`src/include/mti_regs.vh`:
```
// mti_regs.vh: constants of the motion task i/o interface
// assumes inclusion by bare name from the design files
`ifndef MTI_REGS_VH
`define MTI_REGS_VH

// block number width and the "no task selected" code
`define MTI_BLK_W 8
`define MTI_BLK_NONE 8'h00

// command codes to the motion core; homing is run as its own internal task code
`define MTI_CMD_W 3
`define MTI_CMD_IDLE 3'h0
`define MTI_CMD_START 3'h1
`define MTI_CMD_HOME 3'h2
`define MTI_CMD_RESUME 3'h3
`define MTI_CMD_FOLLOW 3'h4
`define MTI_CMD_JOG 3'h5
`define MTI_CMD_JOG_STOP 3'h6

// position compare outputs
`define MTI_PCMP_N 6
`define MTI_PCMP_SWLIM1 1
`define MTI_PCMP_SWLIM2 2

// synchroniser depth
`define MTI_SYNC_N 2

`endif

```
`src/verilog/mti_sync_edge.v`:
```
// mti_sync_edge.v: two flop synchroniser with edge detect for one pin
// assumes an asynchronous pin input and one system clock
`timescale 1ns/100ps

module mti_sync_edge (
   input wire clock_in,
   input wire rst_n_in,
   input wire pin_in,
   output wire level_out,
   output wire rise_out,
   output wire fall_out
);

   reg meta_r;
   reg sync_r;
   reg last_r;

   // only sync_r reads meta_r; edges come from the settled copies
   always @(posedge clock_in or negedge rst_n_in) begin
      if (!rst_n_in) begin
         meta_r <= 1'b0;
         sync_r <= 1'b0;
         last_r <= 1'b0;
      end else begin
         meta_r <= pin_in;
         sync_r <= meta_r;
         last_r <= sync_r;
      end
   end

   // edge pulses last one cycle
   assign level_out = sync_r;
   assign rise_out = sync_r & ~last_r;
   assign fall_out = ~sync_r & last_r;

endmodule

```
`src/verilog/mti_top.v`:
```
// mti_top.v: parallel i/o front end that starts and reports motion tasks
// assumes pins are asynchronous, motion core on clock_in answers with levels
// How it works
// - follow-on start launches the next i/o-started task only once the target is reached.
// - jog rising edge starts jog at stored speed, falling edge cancels it.
// - task resume continues the interrupted task instead of a new one.
// - task launch starts the task numbered on the block number lines, captured at launch.
// - launch with no task number selected runs homing instead.
// - target reached output is high while the axis is inside the in-position window.
// - sequence step output toggles at the start of each task after the first of an automatic sequence.
// - the first task of a sequence drives the sequence step output low.
// - following error output goes low when deviation leaves its window and stays low until error clear.
// - position compare output one reports software limit one high by default.
// - position compare output two reports software limit two high by default.
// - compare outputs zero, three, four, five follow text-configured sources only.
// - block number line zero is the lsb and line seven the msb.
// - error clear removes a pending following error or response warning.
`timescale 1ns/100ps
`include "mti_regs.vh"

module mti_top (
   input wire clock_in,
   input wire rst_n_in,
   input wire [7:0] block_number_lines_in,
   input wire task_launch_signal_in,
   input wire task_resume_input_in,
   input wire follow_start_in,
   input wire jog_in,
   input wire error_clear_in,
   input wire home_switch_in,
   input wire in_window_in,
   input wire follow_error_in,
   input wire resp_error_in,
   input wire seq_auto_in,
   input wire seq_task_start_in,
   input wire seq_first_in,
   input wire next_is_io_in,
   input wire task_interrupted_in,
   input wire swlim1_in,
   input wire swlim2_in,
   input wire [5:0] pcmp_cfg_src_in,
   input wire [1:0] pcmp_sel_in,
   output reg [2:0] cmd_out,
   output reg cmd_valid_out,
   output reg [7:0] cmd_block_out,
   output reg jog_active_out,
   output reg home_switch_out,
   output reg target_reached_out,
   output reg sequence_step_toggle_out,
   output reg follow_error_n_out,
   output reg resp_warn_out,
   output reg position_compare_out0,
   output reg position_compare_out1,
   output reg position_compare_out2,
   output reg position_compare_out3,
   output reg position_compare_out4,
   output reg position_compare_out5
);

   ////////////////////////////////////////////////////////////////////////
   // pin synchronisers

   wire [7:0] blk_sync;
   wire [7:0] blk_rise_unused;
   wire [7:0] blk_fall_unused;
   wire launch_lvl, launch_rise, launch_fall;
   wire resume_lvl, resume_rise, resume_fall;
   wire follow_lvl, follow_rise, follow_fall;
   wire jog_lvl, jog_rise, jog_fall;
   wire clr_lvl, clr_rise, clr_fall;
   wire home_lvl, home_rise, home_fall;

   genvar gi;
   // each block number bit synchronised alike, bit index keeps weight
   generate
      for (gi = 0; gi < `MTI_BLK_W; gi = gi + 1) begin : g_blk
         mti_sync_edge u_blk (
            .clock_in(clock_in),
            .rst_n_in(rst_n_in),
            .pin_in(block_number_lines_in[gi]),
            .level_out(blk_sync[gi]),
            .rise_out(blk_rise_unused[gi]),
            .fall_out(blk_fall_unused[gi])
         );
      end
   endgenerate

   mti_sync_edge u_launch (.clock_in(clock_in), .rst_n_in(rst_n_in),
      .pin_in(task_launch_signal_in), .level_out(launch_lvl),
      .rise_out(launch_rise), .fall_out(launch_fall));
   mti_sync_edge u_resume (.clock_in(clock_in), .rst_n_in(rst_n_in),
      .pin_in(task_resume_input_in), .level_out(resume_lvl),
      .rise_out(resume_rise), .fall_out(resume_fall));
   mti_sync_edge u_follow (.clock_in(clock_in), .rst_n_in(rst_n_in),
      .pin_in(follow_start_in), .level_out(follow_lvl),
      .rise_out(follow_rise), .fall_out(follow_fall));
   mti_sync_edge u_jog (.clock_in(clock_in), .rst_n_in(rst_n_in),
      .pin_in(jog_in), .level_out(jog_lvl),
      .rise_out(jog_rise), .fall_out(jog_fall));
   mti_sync_edge u_clr (.clock_in(clock_in), .rst_n_in(rst_n_in),
      .pin_in(error_clear_in), .level_out(clr_lvl),
      .rise_out(clr_rise), .fall_out(clr_fall));
   mti_sync_edge u_home (.clock_in(clock_in), .rst_n_in(rst_n_in),
      .pin_in(home_switch_in), .level_out(home_lvl),
      .rise_out(home_rise), .fall_out(home_fall));

   ////////////////////////////////////////////////////////////////////////
   // command arbitration

   // follow-on request waits here until the target is reached
   reg follow_pend_r;
   wire follow_fire = (follow_pend_r | follow_rise) & in_window_in & next_is_io_in;

   reg [2:0] cmd_nxt;
   reg [7:0] blk_nxt;
   // priority: jog edges, launch, resume, follow-on
   always @* begin
      cmd_nxt = `MTI_CMD_IDLE;
      blk_nxt = cmd_block_out;
      if (jog_rise) begin
         cmd_nxt = `MTI_CMD_JOG;
      end else if (jog_fall) begin
         cmd_nxt = `MTI_CMD_JOG_STOP;
      end else if (launch_rise) begin
         blk_nxt = blk_sync;
         if (blk_sync == `MTI_BLK_NONE) begin
            cmd_nxt = `MTI_CMD_HOME;
         end else begin
            cmd_nxt = `MTI_CMD_START;
         end
      end else if (resume_rise && task_interrupted_in) begin
         cmd_nxt = `MTI_CMD_RESUME;
      end else if (follow_fire) begin
         cmd_nxt = `MTI_CMD_FOLLOW;
      end
   end

   // command strobe lasts one cycle, block number held until next launch
   always @(posedge clock_in or negedge rst_n_in) begin
      if (!rst_n_in) begin
         cmd_out <= `MTI_CMD_IDLE;
         cmd_valid_out <= 1'b0;
         cmd_block_out <= `MTI_BLK_NONE;
      end else begin
         cmd_out <= cmd_nxt;
         cmd_valid_out <= (cmd_nxt != `MTI_CMD_IDLE);
         cmd_block_out <= blk_nxt;
      end
   end

   // pending follow-on: an issue in the same cycle beats a new request, cleared only when it is issued
   always @(posedge clock_in or negedge rst_n_in) begin
      if (!rst_n_in) begin
         follow_pend_r <= 1'b0;
      end else if (follow_rise && (cmd_nxt != `MTI_CMD_FOLLOW)) begin
         follow_pend_r <= 1'b1;
      end else if (cmd_nxt == `MTI_CMD_FOLLOW) begin
         follow_pend_r <= 1'b0;
      end
   end

   // jog runs between rising and falling edge
   always @(posedge clock_in or negedge rst_n_in) begin
      if (!rst_n_in) begin
         jog_active_out <= 1'b0;
      end else if (jog_rise) begin
         jog_active_out <= 1'b1;
      end else if (jog_fall) begin
         jog_active_out <= 1'b0;
      end
   end

   ////////////////////////////////////////////////////////////////////////
   // status outputs

   // warnings are sticky; a new error beats a clear in the same cycle
   reg ferr_warn_r;
   always @(posedge clock_in or negedge rst_n_in) begin
      if (!rst_n_in) begin
         ferr_warn_r <= 1'b0;
         resp_warn_out <= 1'b0;
      end else begin
         if (follow_error_in) begin
            ferr_warn_r <= 1'b1;
         end else if (clr_rise) begin
            ferr_warn_r <= 1'b0;
         end
         if (resp_error_in) begin
            resp_warn_out <= 1'b1;
         end else if (clr_rise) begin
            resp_warn_out <= 1'b0;
         end
      end
   end

   // no cable break detection on the in-position line
   always @(posedge clock_in or negedge rst_n_in) begin
      if (!rst_n_in) begin
         target_reached_out <= 1'b0;
         follow_error_n_out <= 1'b1;
         home_switch_out <= 1'b0;
      end else begin
         target_reached_out <= in_window_in;
         follow_error_n_out <= ~ferr_warn_r;
         home_switch_out <= home_lvl;
      end
   end

   // sequence step: first task forces low, later starts invert
   always @(posedge clock_in or negedge rst_n_in) begin
      if (!rst_n_in) begin
         sequence_step_toggle_out <= 1'b0;
      end else if (seq_auto_in && seq_task_start_in) begin
         if (seq_first_in) begin
            sequence_step_toggle_out <= 1'b0;
         end else begin
            sequence_step_toggle_out <= ~sequence_step_toggle_out;
         end
      end
   end

   // sel bit 0 hands output 1 and sel bit 1 hands output 2 to configured sources; a clear bit keeps its default limit
   always @(posedge clock_in or negedge rst_n_in) begin
      if (!rst_n_in) begin
         position_compare_out0 <= 1'b0;
         position_compare_out1 <= 1'b0;
         position_compare_out2 <= 1'b0;
         position_compare_out3 <= 1'b0;
         position_compare_out4 <= 1'b0;
         position_compare_out5 <= 1'b0;
      end else begin
         position_compare_out0 <= pcmp_cfg_src_in[0];
         position_compare_out1 <= pcmp_sel_in[0] ? pcmp_cfg_src_in[1] : swlim1_in;
         position_compare_out2 <= pcmp_sel_in[1] ? pcmp_cfg_src_in[2] : swlim2_in;
         position_compare_out3 <= pcmp_cfg_src_in[3];
         position_compare_out4 <= pcmp_cfg_src_in[4];
         position_compare_out5 <= pcmp_cfg_src_in[5];
      end
   end

endmodule

```
`config.mk`:
```
export PLATFORM = sky130hd
export DESIGN_NAME = mti_top
export DESIGN_NICKNAME = d
export VERILOG_FILES = /design/src/verilog/mti_sync_edge.v /design/src/verilog/mti_top.v
export VERILOG_INCLUDE_DIRS = /design/src /design/src/include
export SDC_FILE = /design/constraint.sdc
export NUM_CORES = 1
export LEC_CHECK = 0
export ABC_AREA = 1
export BUFFER_PORTS_ARGS = -buffer_cell sky130_fd_sc_hd__buf_2
export CORE_MARGIN = 1
export CORE_UTILIZATION = 35
export DETAILED_ROUTE_END_ITERATION = 10
export PLACE_DENSITY = 0.57
export SLEW_MARGIN = 30
export SYNTH_ARGS = -nofsm -noshare
export SYNTH_HDL_FRONTEND = slang
export SYNTH_HIERARCHICAL = 1
export SYNTH_SLANG_ARGS = --single-unit
```
`constraint.sdc`:
```
create_clock -name clock_in -period 3 [get_ports clock_in]
set_input_delay 0.15 -clock clock_in [delete_from_list [all_inputs] [get_ports clock_in]]
set_output_delay 0.15 -clock clock_in [all_outputs]
set_load 0.02 [all_outputs]
```
==> metrics.md, run 1 <==
| Metric | Value |
|---|---|
| FF/Latch Area | 0.00148 mm2 |
| DRT antenna net count | 0 |
| P&R area growth vs syn | 41.9% |
| Drt wl/cell | 10.0 um |
| Global placement routability congestion | 0.755 |
| Internal power | 1.37 mW |
| Max Cap Violations | 0 |
| Final slew viol count | 0 |
| Vias in the first global route | 1154 |
| Clock skew | 0.00522 ns |
| Kind of critical path | reg2reg |
| Worst-Skew Late Latency | 0.33 ns |
| Final Hold Violating Endpoints | 0 |
| Comb power frac | 11.3% |
| Max Freq | 817 MHz |
| Commonest non-fill, non-tap cells in the layout | dfrtp_1, buf_2, dlygate4sd3_1, inv_1, nand2_1 |
| Synth Instances | 135 |
| Worst-path maximum fanout | 4 |
| Reg power frac | 49.4% |
| Initial antenna violation count | 0 |
| Layout Cells excl Fill | 299 |
| NumNets Final | 259 |
| CTS Buf Count | 9 |
| Starting Density | 36.4% |
| Multi-input logic area | 305 um2 |
| Iteration-0 DRC count of the detailed router | 48 |
| # clock sinks | 59 |
| Slack of the critical path | 1.78 ns |
| Setup TNS | 0 ns |
| Most common cell after layout, fill and taps aside | dfrtp_1 |
| Critical path capture point type | register |
| Syn Nets | 169 |
| Critical Path Start Type | register |
| Chip height | 75.1 um |
| Clock transition at the registers of the reported paths | 0.06 ns |
| Clock power share | 39.3% |
| Avg Inst Size Synth | 13.8 um2 |
| Core Box Area | 0.00514 mm2 |
| Maximum VDD drop | 351 uV |
| CTS tree | yes |
| Tcrit/Tclk final | 40.8% |
| WL final | 3000 um |
| Mapped Area | 0.00187 mm2 |
| Fillers | 476 |
| 1st-pass router iterations | 4 |
| Total grt overflow | 0 |
| Routed vias/inst | 3.96 |
| Antenna cell count | 0 |
| Worst slew margin | 66.7% |
| Buffers on Ports | 57 |
| Largest buffer count on any clock path | 2 |
| Yosys warns | 6 |
| Setup violations, final | 0 |
| Largest net degree at the start of global routing | 43 |
| Via Count | 1184 |
| Share of cells above drive strength 1 | 37.6% |
| First-pass GRT wire length | 4940 um |
| PwrDens | 673 mW/mm2 |
| CP required | 3.21 ns |
| Worst slew pin tran | 0.499 ns |
| Sw power | 0.418 mW |
| Sw Share | 23.4% |
| Dpl ws | 1.77 ns |
| Status | completed |
| Total GRT Usage | 12.9% |
| Worst Hold Class | in2reg |
| H-tree levels | 3 |
| I/O pin cnt | 58 |
| Unrepaired setup endpoints after global routing | no |
| Die area | 0.00564 mm2 |
| Critical path arrival | 1.44 ns |
| DP HPWL | 1900 um |
| Post-CTS Setup Inserts | 0 |
| Number of cell rows | 26 |
| CTS Root Buffer Type | clkbuf_8 |
| Chip Width | 75.1 um |
| Min cycle time layout | 1.22 ns |
| Dpl cells | 262 |
| DRC Markers | 0 |
| P_leak | 1.36 nW |
==> routing by layer <==
metal	wire (um)	share of wire, %	vias to the layer above	global-route usage, %
met5	0	0	-	0
li1	-	-	593	-
met1	1290	43	536	13.3
met2	1390	46	50	20.0
met4	41	1.4	0	6.29
met3	287	9.6	5	8.84
==> critical path: stages (launching register included) <==
cell and delay, ns:
dfrtp_1 0.35, inv_1 0.04, nor2_1 0.31, nand2_1 0.09, nor2_1 0.10, nand2_1 0.08
nand2_1 0.08, nand2_1 0.06
==> metrics by stage <==
stage	hold slack [ns]	total power, mW	util [%]	area (um2)
detailed placement	0.0907	1.08	43.5	2240
floorplan	-0.146	0.997	-	1870
CTS	0.0328	1.81	51.6	2650
global route	0.0287	1.88	51.6	2650
finish	0.0535	1.79	51.6	2650
global placement	0.0929	1.08	43.5	2240
==> registers in the layout, summed over array words and instances (netlist names), 3 cells and up <==
register               flops
cmd_out                    3
cmd_block_out              8
g_blk.u_blk/meta_r         8
g_blk.u_blk/level_out      8
==> what timing repair did <==
| action | 4_1_cts | 5_1_grt |
|---|---|---|
| endpoints found under the hold margin | 38 | 0 |
| gates resized for setup | 0 | 0 |
| hold buffers | 22 | 0 |
==> power by group through the flow <==
stage | combinational (mW) | clock, mW | sequential (mW)
final | 0.202 | 0.701 | 0.882
after global routing | 0.223 | 0.764 | 0.889
after CTS | 0.206 | 0.726 | 0.882
after detailed placement | 0.184 | 0 | 0.896
after global placement | 0.181 | 0 | 0.896
after floorplan | 0.0578 | 0 | 0.940
==> path summary, 6_finish.rpt <==
kind                                          from                     to  slack [ns]  cells past startpoint
worst min register to register    u_home/level_out        home_switch_out        0.35                      0
min in group asynchronous                 rst_n_in       cmd_block_out[2]        0.27                      2
worst max register to register  u_launch/level_out             cmd_out[0]        1.78                      7
max in group asynchronous                 rst_n_in     follow_error_n_out        1.88                      3
worst max-delay path            u_launch/level_out             cmd_out[0]        1.78                      7
worst min-delay path            pcmp_cfg_src_in[1]  position_compare_out1        0.05                      2
==> final cells by class <==
type | instances | area share (%)
sequential | 59 | 55.7
clock buffer | 13 | 5.99
clock inverter | 2 | 1.32
multi-input combinational | 55 | 11.5
inverter | 20 | 2.83
tap | 70 | 3.30
timing repair buffer | 80 | 19.3
Power figures use the tool's default switching activity.
==> run 2, diff against run 1 <==
- PLACE_DENSITY: 0.57 -> 0.59
- clock period: 3 -> 1.1 ns (I/O delays scaled with it)
==> run 2 against run 1 <==
Effect of this change: cell count rose by 4.0%; die area did not move; largest cell class unchanged; register-to-register slack worse by 1.8 ns; global-route usage rose by 0.98 points; critical endpoint is now follow_pend_r; critical path depth decreased by 1; maximum frequency grew 13%; clock skew is 0.0035 ns higher.
==> metrics.md, run 2 (synthesis results as in run 1) <==
| Metric | Value |
|---|---|
| Setup TNS | 0 ns (unchanged) |
| Crit-path max cell delay | 0.40 ns (was 0.35 ns) |
| Worst slew pin tran | 0.454 ns (was 0.499 ns) |
| Number of cell rows | 26 (unchanged) |
| H-tree levels | 3 (unchanged) |
| Iteration-0 DRC count of the detailed router | 47 (was 48) |
| WP buf/inv | 2 (was 1) |
| Critical path arrival | 1.33 ns (was 1.44 ns) |
| Routed vias/inst | 4.02 (was 3.96) |
| P&R area growth vs syn | 48.1% (was 41.9%) |
| First-pass GRT wire length | 5380 um (was 4940 um) |
| Maximum VDD drop | 918 uV (was 351 uV) |
| Drt wl/cell | 10.6 um (was 10.0 um) |
| DRC Markers | 0 (unchanged) |
| Global placement routability congestion | 0.810 (was 0.755) |
| DP HPWL | 2050 um (was 1900 um) |
| DRT antenna net count | 0 (unchanged) |
| WL final | 3310 um (was 3000 um) |
| CTS Buf Count | 9 (unchanged) |
| Clock transition at the registers of the reported paths | 0.06 ns (about the same) |
| Total GRT Usage | 13.9% (was 12.9%) |
| Unrepaired setup endpoints after global routing | yes (was no) |
| Via Count | 1251 (was 1184) |
| Tot Pwr | 4.58 mW (was 1.79 mW) |
| Fillers | 469 (was 476) |
| Global Route met2 Usage | 21.4% (was 20.0%) |
| I/O pin cnt | 58 (unchanged) |
| P_leak | 1.40 nW (was 1.36 nW) |
| Largest net degree at the start of global routing | 24 (was 43) |
| Max Freq | 921 MHz (was 817 MHz) |
| Final Hold Violating Endpoints | 0 (unchanged) |
| Clock skew | 0.00872 ns (was 0.00522 ns) |
| Multi-input logic area | 338 um2 (was 305 um2) |
| CTS Root Buffer Type | clkbuf_8 (unchanged) |
| Starting Density | 36.4% (unchanged) |
| Met3 usage | 7.36% (was 8.84%) |
| Chip height | 75.1 um (unchanged) |
| Worst-path maximum fanout | 3 (was 4) |
| Die area | 0.00564 mm2 (unchanged) |
| Min cycle time layout | 1.09 ns (was 1.22 ns) |
| FF/Latch Area | 0.00148 mm2 (unchanged) |
| Worst-Skew Late Latency | 0.32 ns (was 0.33 ns) |
| Worst Hold Class | in2reg (unchanged) |
| Crit path max-delay family | flip-flops (was simple AND/OR/NAND/NOR gates) |
| Initial antenna violation count | 0 (unchanged) |
| Setup violations, final | 0 (unchanged) |
| Largest buffer count on any clock path | 2 (unchanged) |
| PwrDens | 1660 mW/mm2 (was 673 mW/mm2) |
| Share of cells above drive strength 1 | 40.2% (was 37.6%) |
| Max Cap Violations | 0 (unchanged) |
| Vias in the first global route | 1242 (was 1154) |
| Final slew viol count | 0 (unchanged) |
| CTS tree | yes (unchanged) |
| Slowest CP cell | dfrtp_1 (unchanged) |
| Most common cell after layout, fill and taps aside | dfrtp_1 (unchanged) |
| 1st-pass router iterations | 4 (unchanged) |
| Critical path capture point type | register (unchanged) |
| Tcrit/Tclk final | 98.8% (was 40.8%) |
| Most used routing layer | met2 (unchanged) |
| Total grt overflow | 0 (unchanged) |
| CP required | 1.35 ns (was 3.21 ns) |
| Kind of critical path | reg2reg (unchanged) |
| NumNets Final | 270 (was 259) |
| Buffers on Ports | 57 (unchanged) |
| # clock sinks | 59 (unchanged) |
| GR Layer Usage met1 | 15.5% (was 13.3%) |
| Critical Path Start Type | register (unchanged) |
| Chip Width | 75.1 um (unchanged) |
| Status | completed (unchanged) |
| Worst slew margin | 69.7% (was 66.7%) |
| Core Box Area | 0.00514 mm2 (unchanged) |
| Worst path cell trace | inv_1 > nor2_2 > nor2_4 > buf_4 > nand2_1 > a21oi_2 (was inv_1 > nor2_1 > nand2_1 > nor2_1 > nand2_1 > nand2_1 > nand2_1) |
| Commonest non-fill, non-tap cells in the layout | dfrtp_1, buf_2, dlygate4sd3_1, inv_1, nand2_1 (unchanged) |
| Antenna cell count | 0 (unchanged) |
[run 2: path summary, 6_finish.rpt]
check                                 startpoint                       end  slack [ns]  cells past startpoint
setup / recovery                 u_jog/level_out             follow_pend_r        0.01                      6
hold / removal                      seq_first_in  sequence_step_toggle_out        0.03                      3
setup reg to reg                 u_jog/level_out             follow_pend_r        0.01                      6
hold reg to reg            g_blk[2].u_blk/meta_r  g_blk[2].u_blk/level_out        0.34                      0
max in group asynchronous               rst_n_in        u_launch/level_out        0.41                      3
min in group asynchronous               rst_n_in          cmd_block_out[4]        0.22                      2
[run 2: where the power goes]
group,internal (mW),switching (mW),leakage [nW]
Clock,0.808,0.744,0.0812
Combinational,0.279,0.338,0.629
Sequential,2.34,0.0735,0.690
Total,3.43,1.16,1.40
[run 2: worst min-delay path: stages]
cell	delay, ns
buf_2	0.08
nor3_1	0.04
a21o_1	0.15
[run 2: per-stage QoR]
stage	cells	setup slack, ns	utilization (%)	area [um2]	hold WS, ns
final	311	0.0137	53.8	2770	0.0331
after global routing	311	-0.0580	53.8	2770	0.0187
after CTS	311	0.00330	53.4	2740	0.00784
after detailed placement	267	-0.0445	44.8	2300	0.0407
after global placement	267	-0.0389	44.8	2300	0.0328
after floorplan	135	0.0152	-	1870	-0.241
[run 2: area by class of cell]
cell class / instances / share of cell area, %
clock buffers: 13 / 5.02
clock inverters: 3 / 0.542
inverters: 20 / 2.71
multi-input cells: 55 / 12.2
flip-flops and latches: 59 / 53.4
well taps: 70 / 3.16
repair buffers: 91 / 23.0
[run 2: what timing repair did]
action                                  4_1_cts  5_1_grt
hold buffers                                 28        0
buffers inserted                              0        0
endpoints found under the setup margin        9       10
resized for setup                             2        6
endpoints found under the hold margin        37        0
pin swaps                                     0        1
[run 2: routing by layer]
layer | wire length, um | up-vias
li1 | - | 618
met1 | 1320 | 583
met2 | 1750 | 48
met3 | 220 | 2
met4 | 18 | 0
met5 | 0 | -
==> run 3, diff against run 2 <==
- SETUP_SLACK_MARGIN: not set -> 0.1
- SLEW_MARGIN: 30 -> 5
==> run 3 against run 2 <==
Effect of this change: the run now ends with setup timing left; largest power group is now the clock network; combinational power increased by 5.0%; count of clock-buffer cells in the layout decreased by 1; via count decreased by 0.24%; critical path type unchanged; global-route usage increased by 0.79 points; sequential share of layout area decreased by 2.9 points; sequential power about the same; total power increased by 21%; non-clock buffer count increased by 2; register-to-register slack got worse by 0.02 ns; worst hold slack improved by 0.047 ns; wire length increased by 0.15%.
==> metrics.md, run 3 (synthesis results as in run 1) <==
| Metric | Value |
|---|---|
| Unrepaired setup endpoints after global routing | yes (unchanged) |
| Largest buffer count on any clock path | 2 (unchanged) |
| Placement Cell Area | 0.00227 mm2 (was 0.00230 mm2) |
| CTS tree | yes (unchanged) |
| Final slew viol count | 0 (unchanged) |
| Die area | 0.00564 mm2 (unchanged) |
| Global placement routability congestion | 0.723 (was 0.810) |
| Total grt overflow | 0 (unchanged) |
| Status | finished with violations (was completed) |
| Iteration-0 DRC count of the detailed router | 40 (was 47) |
| Vias in the first global route | 1349 (was 1242) |
| Critical path arrival | 1.36 ns (was 1.33 ns) |
| Clock power share | 44.9% (was 33.9%) |
| Comb power frac | 11.7% (was 13.5%) |
| Number of cell rows | 26 (unchanged) |
| Final Hold Violating Endpoints | 0 (unchanged) |
| Max Cap Violations | 0 (unchanged) |
| Antenna cell count | 0 (unchanged) |
| DP HPWL | 1910 um (was 2050 um) |
| Post-route cell area | 0.00293 mm2 (was 0.00277 mm2) |
| Multi-input logic area | 357 um2 (was 338 um2) |
| Most common cell after layout, fill and taps aside | dfrtp_1 (unchanged) |
| P_leak | 1.47 nW (was 1.40 nW) |
| Largest net degree at the start of global routing | 60 (was 24) |
| Total GRT Usage | 14.7% (was 13.9%) |
| Min cycle time layout | 1.10 ns (was 1.09 ns) |
| Layout Cells excl Fill | 314 (was 311) |
| FF/Latch Area | 0.00148 mm2 (unchanged) |
| Max Freq | 906 MHz (was 921 MHz) |
| Worst-path maximum fanout | 8 (was 3) |
| Clock transition at the registers of the reported paths | 0.07 ns (was 0.06 ns) |
| Worst slew margin | 79.8% (was 69.7%) |
| # clock sinks | 59 (unchanged) |
| Clock skew | 0.00714 ns (was 0.00872 ns) |
| PwrDens | 1900 mW/mm2 (was 1660 mW/mm2) |
| 1st-pass router iterations | 4 (unchanged) |
| Kind of critical path | reg2reg (unchanged) |
| I/O pin cnt | 58 (unchanged) |
| Routed vias/inst | 3.97 (was 4.02) |
| Failing checks | setup timing |
| Slack of the critical path | -0.00321 ns (was 0.0137 ns) |
| Critical path capture point type | register (unchanged) |
| Share of cells above drive strength 1 | 43.0% (was 40.2%) |
| P&R area growth vs syn | 56.5% (was 48.1%) |
| First-pass GRT wire length | 5730 um (was 5380 um) |
| CTS Root Buffer Type | clkbuf_8 (unchanged) |
| Tot Pwr | 5.55 mW (was 4.58 mW) |
| H-tree levels | 3 (unchanged) |
| WL final | 3310 um (about the same) |
| Maximum VDD drop | 1290 uV (was 918 uV) |
| Initial antenna violation count | 0 (unchanged) |
| Sw power | 1.23 mW (was 1.16 mW) |
| Worst Hold Class | in2reg (unchanged) |
| Sw Share | 22.1% (was 25.2%) |
| DRT antenna net count | 0 (unchanged) |
| Worst slew pin tran | 0.302 ns (was 0.454 ns) |
| NumNets Final | 273 (was 270) |
| Drt wl/cell | 10.5 um (was 10.6 um) |
| Core Box Area | 0.00514 mm2 (unchanged) |
| Tcrit/Tclk final | 100% (was 98.8%) |
| Internal power | 4.33 mW (was 3.43 mW) |
| CTS Buf Count | 9 (unchanged) |
| Dpl cells | 264 (was 267) |
| Chip height | 75.1 um (unchanged) |
| Reg power frac | 43.4% (was 52.7%) |
| CP required | 1.36 ns (was 1.35 ns) |
| Worst-Skew Late Latency | 0.33 ns (was 0.32 ns) |
| Final core utilization | 56.9% (was 53.8%) |
| Via Count | 1248 (was 1251) |
| Setup violations, final | 1 (was 0) |
| DRC Markers | 0 (unchanged) |
| Starting Density | 36.4% (unchanged) |
| Commonest non-fill, non-tap cells in the layout | dfrtp_1, buf_2, dlygate4sd3_1, inv_1, nand2_1 (unchanged) |
| Chip Width | 75.1 um (unchanged) |
| Buffers on Ports | 57 (unchanged) |
| Fillers | 438 (was 469) |
| Critical Path Start Type | register (unchanged) |
run 3: final timing paths:
path	from	to	slack, ns	depth (start not counted)
min in group asynchronous	rst_n_in	resp_warn_out	0.25	3
max in group asynchronous	rst_n_in	follow_error_n_out	0.57	3
worst min register to register	u_home/level_out	home_switch_out	0.35	0
worst min-delay path	seq_auto_in	sequence_step_toggle_out	0.08	3
worst max-delay path	u_jog/level_out	cmd_block_out[6]	-0.003	5
worst max register to register	u_jog/level_out	cmd_block_out[6]	-0.003	5
run 3: layer usage:
layer  track usage, %  wire length [um]  vias up
li1                 -                 -      621
met2             23.1              1590       52
met4             6.29                27        0
met1             16.0              1390      570
met5                0                 0        -
met3             8.84               307        5
run 3: metrics by stage:
stage | setup TNS [ns] | hold WS, ns | worst slack, ns
6_report | -0.00321 | 0.0805 | -0.00321
4_1_cts | 0 | 0.00212 | 0.0130
5_1_grt | -0.815 | 0.0927 | -0.0930
3_5_place_dp | -0.0133 | 0.0838 | -0.0133
2_1_floorplan | 0 | -0.241 | 0.0409
3_3_place_gp | 0 | 0.0798 | 0.0121
run 3: area by class of cell:
cell class | count | area share (%)
Tap cell | 70 | 2.99
Timing Repair Buffer | 93 | 22.8
Sequential cell | 59 | 50.5
Clock buffer | 12 | 5.65
Clock inverter | 4 | 3.25
Multi-Input combinational cell | 56 | 12.2
Inverter | 20 | 2.57
run 3: repair_timing:
item,4_1_cts,5_1_grt
hold buffers,30,0
endpoints found under the setup margin,12,16
gates resized for setup,4,9
pin swaps,1,4
hold endpoints to repair,83,0
setup buffers,1,2
cloned,0,1
run 3: worst max-delay path, stage by stage (launching register included):
cell	delay, ns
dfrtp_1	0.40
inv_1	0.07
nor2_2	0.05
nor2_4	0.21
nand2_4	0.15
o21ai_2	0.14
run 3: power groups by stage:
stage | clock [mW] | combinational (mW) | sequential, mW
3_5_place_dp | 0 | 0.516 | 2.45
4_1_cts | 2.57 | 0.614 | 2.41
5_1_grt | 2.67 | 0.716 | 2.43
2_1_floorplan | 0 | 0.160 | 2.56
6_report | 2.49 | 0.648 | 2.41
3_3_place_gp | 0 | 0.508 | 2.44
